## config.mk

```make
export PLATFORM = sky130hd
export DESIGN_NAME = wff_dev_flat
export DESIGN_NICKNAME = d
export VERILOG_FILES = /design/src/wff_pkg.sv /design/src/wff_if.sv /design/src/wff_dev.sv /design/src/flat_wrapper.sv
export VERILOG_INCLUDE_DIRS = /design/src
export SDC_FILE = /design/constraint.sdc
export NUM_CORES = 1
export LEC_CHECK = 0
export ABC_AREA = 0
export ABC_CLOCK_PERIOD_IN_PS = 9410
export BUFFER_PORTS_ARGS = -buffer_cell sky130_fd_sc_hd__buf_2
export CORE_MARGIN = 2
export CORE_UTILIZATION = 49
export DETAILED_ROUTE_END_ITERATION = 12
export PLACE_DENSITY = 0.77
export SYNTH_ARGS = -nofsm -noshare
export SYNTH_HDL_FRONTEND = slang
export SYNTH_SLANG_ARGS = --single-unit
export TNS_END_PERCENT = 100
```

## constraint.sdc

```tcl
create_clock -name sys_clk -period 9.41 [get_ports sys_clk]
set_input_delay 0.941 -clock sys_clk [delete_from_list [all_inputs] [get_ports sys_clk]]
set_output_delay 0.941 -clock sys_clk [all_outputs]
set_load 0.03 [all_outputs]
```

## src/wff_defs.svh

```systemverilog
// offsets, field positions, reset values and constants of the wake frame filter
`ifndef WFF_DEFS_SVH
`define WFF_DEFS_SVH

// ==========================================================
// device register map (byte addresses on the device port)
`define WFF_PHY_CTL 8'h22
`define WFF_MASK0 8'h32
`define WFF_CRC0 8'h36
`define WFF_OFF0 8'h38
`define WFF_LB0 8'h3A
`define WFF_MASK1 8'h40
`define WFF_CRC1 8'h44
`define WFF_OFF1 8'h46
`define WFF_LB1 8'h48
`define WFF_CTL 8'h4A
`define WFF_STAT 8'h4B

// ==========================================================
// fields and reset values
`define WFF_PHY_CTL_RST 8'h07
`define WFF_PHY_RUN_BIT 2
`define WFF_MASK_RST 32'h0000_0000
`define WFF_CRC_RST 16'h0000
`define WFF_BYTE_RST 8'h00
`define WFF_CRC_INIT 16'h0000
`define WFF_CRC_POLY_R 16'hA001
`define WFF_MASK_BITS 32

// ==========================================================
// controller registers on the avalon side (byte addresses)
`define WFF_AV_CMD 4'h0
`define WFF_AV_WAKE 4'h4
`define WFF_AV_PHY 4'h8
`define WFF_AV_CMD_WR_BIT 16
`define WFF_AV_CMD_RD_BIT 17
`define WFF_AV_BUSY_BIT 8
`define WFF_AV_WAKE_EN_BIT 8

`endif

```

## src/wff_pkg.sv

```systemverilog
// types shared by both ends of the wake frame filter
package wff_pkg;
  typedef logic [7:0] wff_byte_t;
  typedef logic [15:0] wff_crc_t;
  typedef enum logic [1:0] {
    WFF_IDLE = 2'b00,
    WFF_RD_WAIT = 2'b01,
    WFF_DONE = 2'b10
  } wff_host_state_t;
endpackage : wff_pkg
```

## src/wff_if.sv

```systemverilog
// link between the receive path controller and the wake frame filter
`timescale 1ns/10ps
interface wff_if;
  import wff_pkg::*;
  logic rx_valid;
  logic rx_sof;
  logic rx_eof;
  wff_byte_t rx_data;
  logic reg_wr;
  logic reg_rd;
  wff_byte_t reg_addr;
  wff_byte_t reg_wdata;
  wff_byte_t reg_rdata;
  logic reg_rvalid;
  logic wake_event;
  logic [1:0] wake_set;
  logic phy_rst_n;

  modport dev (
    input rx_valid, rx_sof, rx_eof, rx_data, reg_wr, reg_rd, reg_addr, reg_wdata,
    output reg_rdata, reg_rvalid, wake_event, wake_set, phy_rst_n
  );
  modport host (
    output rx_valid, rx_sof, rx_eof, rx_data, reg_wr, reg_rd, reg_addr, reg_wdata,
    input reg_rdata, reg_rvalid, wake_event, wake_set, phy_rst_n
  );
endinterface : wff_if

```

## src/wff_dev.sv

```systemverilog
// wake frame filter: two pattern sets checked over each received frame
// Operation
// - crc starts at byte twice the offset
// - last-byte pattern compared to last masked byte
// - last masked byte is highest set mask bit
// - wake only when crc and last byte match
// - mask bit n selects byte n after offset
// - software enables set last via control register
// - software enables the wake frame event
// - crc covers masked bytes only, in order
// - phy held in reset while control bit 2 low
// - software writes 11 into phy bits 1:0
// - crc16 poly x16+x15+x2+1 compared per set
// - 32 bit byte mask, low byte bits 7:0
//
// The Avalon-MM slave port was decided locally.
`timescale 1ns/10ps
`include "wff_defs.svh"
module wff_dev
  import wff_pkg::*;
#(
  parameter int SETS = 2,
  parameter int CNT_W = 11
) (
  input wire logic sys_clk,
  input wire logic rst_b,
  wff_if.dev link
);

  // ==========================================================
  // helpers
  // reflected form of x^16+x^15+x^2+1, bits of each byte taken lsb first
  function automatic wff_crc_t crc_byte(input wff_crc_t c, input wff_byte_t d);
    wff_crc_t r;
    logic fb;
    r = c;
    for (int i = 0; i < 8; i++) begin
      fb = r[0] ^ d[i];
      r = {1'b0, r[15:1]};
      if (fb) r = r ^ `WFF_CRC_POLY_R;
    end
    return r;
  endfunction : crc_byte

  function automatic logic hit(input wff_byte_t a, input wff_byte_t base);
    return a == base;
  endfunction : hit

  // ==========================================================
  // registers
  logic [31:0] mask_q [SETS];
  wff_crc_t ref_q [SETS];
  wff_byte_t off_q [SETS];
  wff_byte_t lb_q [SETS];
  wff_byte_t ctl_q;
  wff_byte_t phy_ctl_q;
  logic [1:0] stat_q;
  wff_byte_t rdata_q;
  logic rvalid_q;
  logic wake_q;
  logic [1:0] wake_set_q;
  logic phy_run_q;

  wire wr_w = link.reg_wr;
  wire [7:0] a_w = link.reg_addr;
  wire [7:0] wd_w = link.reg_wdata;

  // ==========================================================
  // frame byte position
  logic [CNT_W-1:0] cnt_q;
  wire byte_w = link.rx_valid;
  wire sof_w = link.rx_valid & link.rx_sof;
  wire eof_w = link.rx_valid & link.rx_eof;
  wire [CNT_W-1:0] idx_w = sof_w ? '0 : cnt_q;
  wire cnt_max_w = &cnt_q;

  always_ff @(posedge sys_clk or negedge rst_b) begin
    if (!rst_b) cnt_q <= '0;
    else if (byte_w && !(cnt_max_w && !sof_w)) cnt_q <= idx_w + 1'b1;
  end

  // ==========================================================
  // per set pattern registers and matcher
  logic [SETS-1:0] match_w;
  wff_byte_t rd_set_w [SETS];
  logic [SETS-1:0] rd_hit_w;

  genvar s;
  generate
    for (s = 0; s < SETS; s++) begin : g_set
      wire [7:0] mb_w = (s == 0) ? `WFF_MASK0 : `WFF_MASK1;
      wire [7:0] cb_w = (s == 0) ? `WFF_CRC0 : `WFF_CRC1;
      wire [7:0] ob_w = (s == 0) ? `WFF_OFF0 : `WFF_OFF1;
      wire [7:0] lb_w = (s == 0) ? `WFF_LB0 : `WFF_LB1;
      wire [1:0] mk_sel_w = 2'(a_w - mb_w);
      wire in_mask_w = (a_w >= mb_w) && (a_w < 8'(mb_w + 8'h04));
      wire crc_hi_w = hit(a_w, 8'(cb_w + 8'h01));

      always_ff @(posedge sys_clk or negedge rst_b) begin
        if (!rst_b) begin
          mask_q[s] <= `WFF_MASK_RST;
          ref_q[s] <= `WFF_CRC_RST;
          off_q[s] <= `WFF_BYTE_RST;
          lb_q[s] <= `WFF_BYTE_RST;
        end else if (wr_w) begin
          // mask byte k holds mask bits 8k+7..8k
          if (in_mask_w) mask_q[s][8*mk_sel_w +: 8] <= wd_w;
          if (hit(a_w, cb_w)) ref_q[s][7:0] <= wd_w;
          if (crc_hi_w) ref_q[s][15:8] <= wd_w;
          if (hit(a_w, ob_w)) off_q[s] <= wd_w;
          if (hit(a_w, lb_w)) lb_q[s] <= wd_w;
        end
      end

      assign rd_hit_w[s] = in_mask_w | hit(a_w, cb_w) | crc_hi_w | hit(a_w, ob_w) |
                           hit(a_w, lb_w);
      assign rd_set_w[s] = in_mask_w ? mask_q[s][8*mk_sel_w +: 8] :
                           hit(a_w, cb_w) ? ref_q[s][7:0] :
                           crc_hi_w ? ref_q[s][15:8] :
                           hit(a_w, ob_w) ? off_q[s] : lb_q[s];

      // window of 32 bytes starting at twice the offset
      wire [CNT_W-1:0] start_w = CNT_W'({off_q[s], 1'b0});
      wire [CNT_W-1:0] rel_w = idx_w - start_w;
      wire in_win_w = (idx_w >= start_w) && (rel_w < CNT_W'(`WFF_MASK_BITS));
      wire sel_w = byte_w && in_win_w && mask_q[s][rel_w[4:0]];

      wff_crc_t crc_q;
      wff_byte_t last_q;
      logic seen_q;
      wire wff_crc_t base_crc_w = sof_w ? `WFF_CRC_INIT : crc_q;
      // only selected bytes feed the crc, in frame order
      wire wff_crc_t crc_d_w = sel_w ? crc_byte(base_crc_w, link.rx_data) : base_crc_w;
      // later selected bytes overwrite, so the highest mask bit seen is kept
      wire wff_byte_t last_d_w = sel_w ? link.rx_data : (sof_w ? `WFF_BYTE_RST : last_q);
      wire seen_d_w = sel_w | (seen_q & !sof_w);
      wire crc_ok_w = (crc_d_w == ref_q[s]);
      wire lb_ok_w = (last_d_w == lb_q[s]);

      always_ff @(posedge sys_clk or negedge rst_b) begin
        if (!rst_b) begin
          crc_q <= `WFF_CRC_INIT;
          last_q <= `WFF_BYTE_RST;
          seen_q <= 1'b0;
        end else if (byte_w) begin
          crc_q <= crc_d_w;
          last_q <= last_d_w;
          seen_q <= seen_d_w;
        end
      end

      assign match_w[s] = eof_w && ctl_q[s] && seen_d_w && crc_ok_w && lb_ok_w;
    end
  endgenerate

  // ==========================================================
  // control, phy and status registers
  wire hit_phy_w = hit(a_w, `WFF_PHY_CTL);
  wire hit_ctl_w = hit(a_w, `WFF_CTL);
  wire hit_stat_w = hit(a_w, `WFF_STAT);
  wire [1:0] stat_clr_w = {2{wr_w & hit_stat_w}} & wd_w[1:0];

  // sets are enabled here, so software writes this after the pattern
  always_ff @(posedge sys_clk or negedge rst_b) begin
    if (!rst_b) begin
      ctl_q <= `WFF_BYTE_RST;
      phy_ctl_q <= `WFF_PHY_CTL_RST;
    end else if (wr_w) begin
      if (hit_ctl_w) ctl_q <= wd_w;
      // bits 1:0 are stored as written; software keeps them at 11
      if (hit_phy_w) phy_ctl_q <= wd_w;
    end
  end

  // a match in the clearing cycle survives
  always_ff @(posedge sys_clk or negedge rst_b) begin
    if (!rst_b) stat_q <= 2'b00;
    else stat_q <= (stat_q & ~stat_clr_w) | match_w;
  end

  // ==========================================================
  // register read port, answer one cycle after the strobe
  wire rd_set0_w = rd_hit_w[0];
  wire rd_set1_w = rd_hit_w[1];
  wire wff_byte_t rd_mux_w = hit_phy_w ? phy_ctl_q :
                             hit_ctl_w ? ctl_q :
                             hit_stat_w ? {6'h00, stat_q} :
                             rd_set0_w ? rd_set_w[0] :
                             rd_set1_w ? rd_set_w[1] : 8'h00;

  always_ff @(posedge sys_clk or negedge rst_b) begin
    if (!rst_b) begin
      rdata_q <= `WFF_BYTE_RST;
      rvalid_q <= 1'b0;
    end else begin
      rvalid_q <= link.reg_rd;
      if (link.reg_rd) rdata_q <= rd_mux_w;
    end
  end

  // ==========================================================
  // outputs
  // the event enable lives with the wake logic outside; this only flags
  always_ff @(posedge sys_clk or negedge rst_b) begin
    if (!rst_b) begin
      wake_q <= 1'b0;
      wake_set_q <= 2'b00;
      phy_run_q <= 1'b1;
    end else begin
      wake_q <= |match_w;
      wake_set_q <= match_w;
      phy_run_q <= phy_ctl_q[`WFF_PHY_RUN_BIT];
    end
  end

  assign link.reg_rdata = rdata_q;
  assign link.reg_rvalid = rvalid_q;
  assign link.wake_event = wake_q;
  assign link.wake_set = wake_set_q;
  assign link.phy_rst_n = phy_run_q;

endmodule : wff_dev

```

## src/flat_wrapper.sv

```systemverilog
// flat-port wrapper written by rule: the top's interface ports become plain ports
module wff_dev_flat import wff_pkg::*;
#(
  parameter int SETS = 2,
  parameter int CNT_W = 11
)
  (sys_clk, rst_b, link_rx_valid, link_rx_sof, link_rx_eof, link_rx_data, link_reg_wr, link_reg_rd, link_reg_addr, link_reg_wdata, link_reg_rdata, link_reg_rvalid, link_wake_event, link_wake_set, link_phy_rst_n);
  wff_if link_i ();
  input wire logic sys_clk;
  input wire logic rst_b;
  input wire logic [$bits(link_i.rx_valid)-1:0] link_rx_valid;
  input wire logic [$bits(link_i.rx_sof)-1:0] link_rx_sof;
  input wire logic [$bits(link_i.rx_eof)-1:0] link_rx_eof;
  input wire logic [$bits(link_i.rx_data)-1:0] link_rx_data;
  input wire logic [$bits(link_i.reg_wr)-1:0] link_reg_wr;
  input wire logic [$bits(link_i.reg_rd)-1:0] link_reg_rd;
  input wire logic [$bits(link_i.reg_addr)-1:0] link_reg_addr;
  input wire logic [$bits(link_i.reg_wdata)-1:0] link_reg_wdata;
  output wire logic [$bits(link_i.reg_rdata)-1:0] link_reg_rdata;
  output wire logic [$bits(link_i.reg_rvalid)-1:0] link_reg_rvalid;
  output wire logic [$bits(link_i.wake_event)-1:0] link_wake_event;
  output wire logic [$bits(link_i.wake_set)-1:0] link_wake_set;
  output wire logic [$bits(link_i.phy_rst_n)-1:0] link_phy_rst_n;
  assign link_i.rx_valid = link_rx_valid;
  assign link_i.rx_sof = link_rx_sof;
  assign link_i.rx_eof = link_rx_eof;
  assign link_i.rx_data = link_rx_data;
  assign link_i.reg_wr = link_reg_wr;
  assign link_i.reg_rd = link_reg_rd;
  assign link_i.reg_addr = link_reg_addr;
  assign link_i.reg_wdata = link_reg_wdata;
  assign link_reg_rdata = link_i.reg_rdata;
  assign link_reg_rvalid = link_i.reg_rvalid;
  assign link_wake_event = link_i.wake_event;
  assign link_wake_set = link_i.wake_set;
  assign link_phy_rst_n = link_i.phy_rst_n;
  wff_dev #(.SETS(SETS), .CNT_W(CNT_W)) u_core (.sys_clk(sys_clk), .rst_b(rst_b), .link(link_i));
endmodule
```

==> results by group <==
STA
  • Final hold violations: 0
  • Setup violators final: 0
  • Fmax: approximately 190 MHz
  • Final Max Slew Viols: 0
  • Rel. slew slack: 0.183
  • Worst slew pin tran: approximately 1200 ps
  • Unrepaired setup endpoints after global routing: no
  • Final WS setup: 4200 ps
  • Fin crit period: 5210 ps
  • Final period utilization: 0.554
  • Setup_tns: 0 ps
  • Worst Skew: 28.0 ps

Cells and area
  • Reg area: about 5500 sq um
  • Commonest cells after routing, fill and taps aside: nand2_1, dfrtp_1, o21ai_0, mux2_2, nor2_1
  • Most common cell after layout, fill and taps aside: nand2_1
  • Fill count: 2433
  • Layout area overhead: 9.37%
  • Fin util: 0.544
  • Layout cells sized above 1: 0.159
  • Antenna diodes: 0
  • Total Nets Final: around 1500
  • Footprint of the multi-input gates: 7670 sq um

Floorplanning
  • Starting Density: 0.497
  • Die Y: 172 microns
  • Site Rows: ~60
  • DIE AREA: 29500 sq um
  • I/O pin cnt: 44
  • Core ar.: 27700 sq um
  • Die width: 172 microns

Logic synthesis
  • Ys async rst share: 1.00
  • Synth Flop Type: dfrtp_1
  • Yosys top cell by area: dfrtp_1
  • Synth cell types: 83
  • Top cell type's share of synthesized area: 0.392
  • Avg Synthesized Cell Area: 9.46 sq um
  • Synth warnings: 0
  • Synth area leaders: dfrtp_1, mux2_2, nand2_1, mux4_2, o21ai_0
  • Post-synthesis sequential area ratio: 0.400
  • Cell area after synthesis: 13800 sq um
  • Post-synth EDFFs: 0
  • Syn_nets: 1508
  • Cells after synthesis: 1457
  • Synthesized flop and latch total: 220

Global route
  • Total Routing Usage GR: 0.284
  • Grt total ovfl: 0
  • Largest net degree at the start of global routing: slightly below 80
  • Vias in the first global route: 11200
  • Global-route wire length before repair: 64500 microns
  • Initial antenna violation count: 0

Worst setup path
  • Reg2reg start: u_core.cnt_q[2]
  • Crit path required time: 9860 ps
  • Critical path data arrival time: 5660 ps
  • R2R depth: 13
  • Crit-path max FO: 18
  • Startpoint types: input pin
  • CP endpoint kind: flip-flop
  • Worst Setup SP: link_rx_valid
  • Critical path class: in -> reg

Clocking
  • CTS Root Buffer Type: clkbuf_16
  • # H-tree levels: 1
  • CTS sink count: 220
  • TritonCTS buffer count: 26
  • Postcts setup bufs: 0
  • Clock Latency Late Sink: 550 ps
  • Post-CTS Hold Fix Bufs: 0
  • Worst-path clk slew: 60 ps
  • CTS tree: yes
  • Clk buf depth: 3
  • Resized cells post-CTS: 0

Placement
  • PortBufs: 43
  • Final HPWL DP: 29800 microns
  • GPL Wtd Cong: about 1.0
  • Place WS: 3700 ps

Route
  • Via/cell ratio: 6.35
  • Initial DRC count: 1482
  • DR pass1 iterations: 6
  • Remaining antenna violation count: 0
  • Post-Route WL: 41500 microns
  • DRC violations left: 0
  • WL/cell: 22.6 microns
  • Total number of vias: 11600

Power and ir drop
  • Power Dens Cells: between 150 and 200 nW/um^2
  • Tot Pwr: between 2000 and 3000 uW
  • Max IR drop VDD: around 0.14 mV
  • Leak Pwr: ~0.0065 uW

Worst hold path
  • Worst min-delay path category: in -> async

Run status
  • Status: finished clean

Run
  • # Max-Cap Violations: 0
-- state kept, by name, indices dropped and copies added, names as in the netlist, 8 cells and up --
register / cells
u_core.phy_ctl_q: 8
u_core.ref_q: 32
u_core.cnt_q: 11
u_core.mask_q: 64
u_core.ctl_q: 8
u_core.g_set.start_w: 16
u_core.g_set.crc_q: 32
u_core.link.reg_rdata: 8
u_core.lb_q: 16
u_core.g_set.last_q: 16
-- power breakdown --
group / switching [uW] / internal (uW)
sequential: 78.4 / 1000
combinational: 405 / 248
clock: 411 / 679
total: 894 / 1930
-- worst paths after layout --
kind | slack [ps] | end
setup / recovery | 4200 | u_core.link.wake_event
hold / removal | 380 | u_core.g_set[0].last_q[7]
setup reg to reg | 4640 | u_core.link.wake_event
hold reg to reg | 380 | u_core.link.phy_rst_n
max in group asynchronous | 7620 | u_core.mask_q[15]
min in group sys_clk | 380 | u_core.link.phy_rst_n
-- metal layers --
metal | share of wire | wire length (microns) | track usage | vias up
li1 | - | - | - | 5213
met1 | 0.41 | 17000 | 0.392 | 5688
met2 | 0.46 | 19100 | 0.452 | 633
met3 | 0.089 | 3680 | 0.0414 | 110
met4 | 0.043 | 1780 | 0.112 | 0
met5 | 0 | 0 | 0.00348 | -
-- synthesized netlist by cell type (7+ instances only) --
library cell,number
a211o_1,7
o21ai_0,127
dfrtp_1,216
nand3_1,45
nand4_1,17
a31oi_1,9
nor2b_1,9
o211ai_1,11
inv_1,53
a221oi_1,18
buf_1,14
xnor2_1,67
and3_1,14
nand2b_1,8
xor2_1,32
mux2_2,79
a222oi_1,10
clkbuf_1,71
a21oi_1,54
mux4_2,33
a211oi_1,21
ha_1,19
mux2i_1,31
nor2_1,78
nand2_1,236
nor3b_1,8
and2_1,12
o2111ai_1,7
a22oi_1,9
nor3_1,14
o31ai_1,8
-- cell families after synthesis --
logic type | after synthesis | synth area share
muxes | 143 | 0.141
xor gates and xnor gates | 103 | 0.0695
and+or+nand+nor | 481 | 0.164
DFF | 220 | 0.400
adders and majority gates | 20 | 0.0187
AOI/OAI and AO/OA | 340 | 0.164
buffers and inverters | 150 | 0.0433
-- worst max-delay path, cell delays in order --
cell and delay, ps:
buf_2 200, nand2_2 350, nand2_1 160, ha_1 230, fa_1 550, clkinv_1 250, mux4_2 410, nand2_1 60
a211oi_1 480, o31ai_2 210, nor3_4 620, mux2i_1 270, o2111ai_1 120, or4_1 580, o22ai_1 200
-- layout make-up --
cell class                      instances  share of cell area
Clock buffer                           33              0.0482
Clock inverter                         11              0.0129
Inverter                               55              0.0137
Multi-Input combinational cell       1087               0.509
Sequential cell                       220               0.366
Tap cell                              378              0.0314
Timing Repair Buffer                   51              0.0189
-- metrics by stage --
step	instance area, sq um	hold slack (ps)	instances
floorplan	13800	358	1457
global placement	14100	363	1791
detailed placement	14100	373	1791
CTS	15100	382	1835
global route	15100	390	1835
finish	15100	381	1835
(Power assumes the default switching activity.)
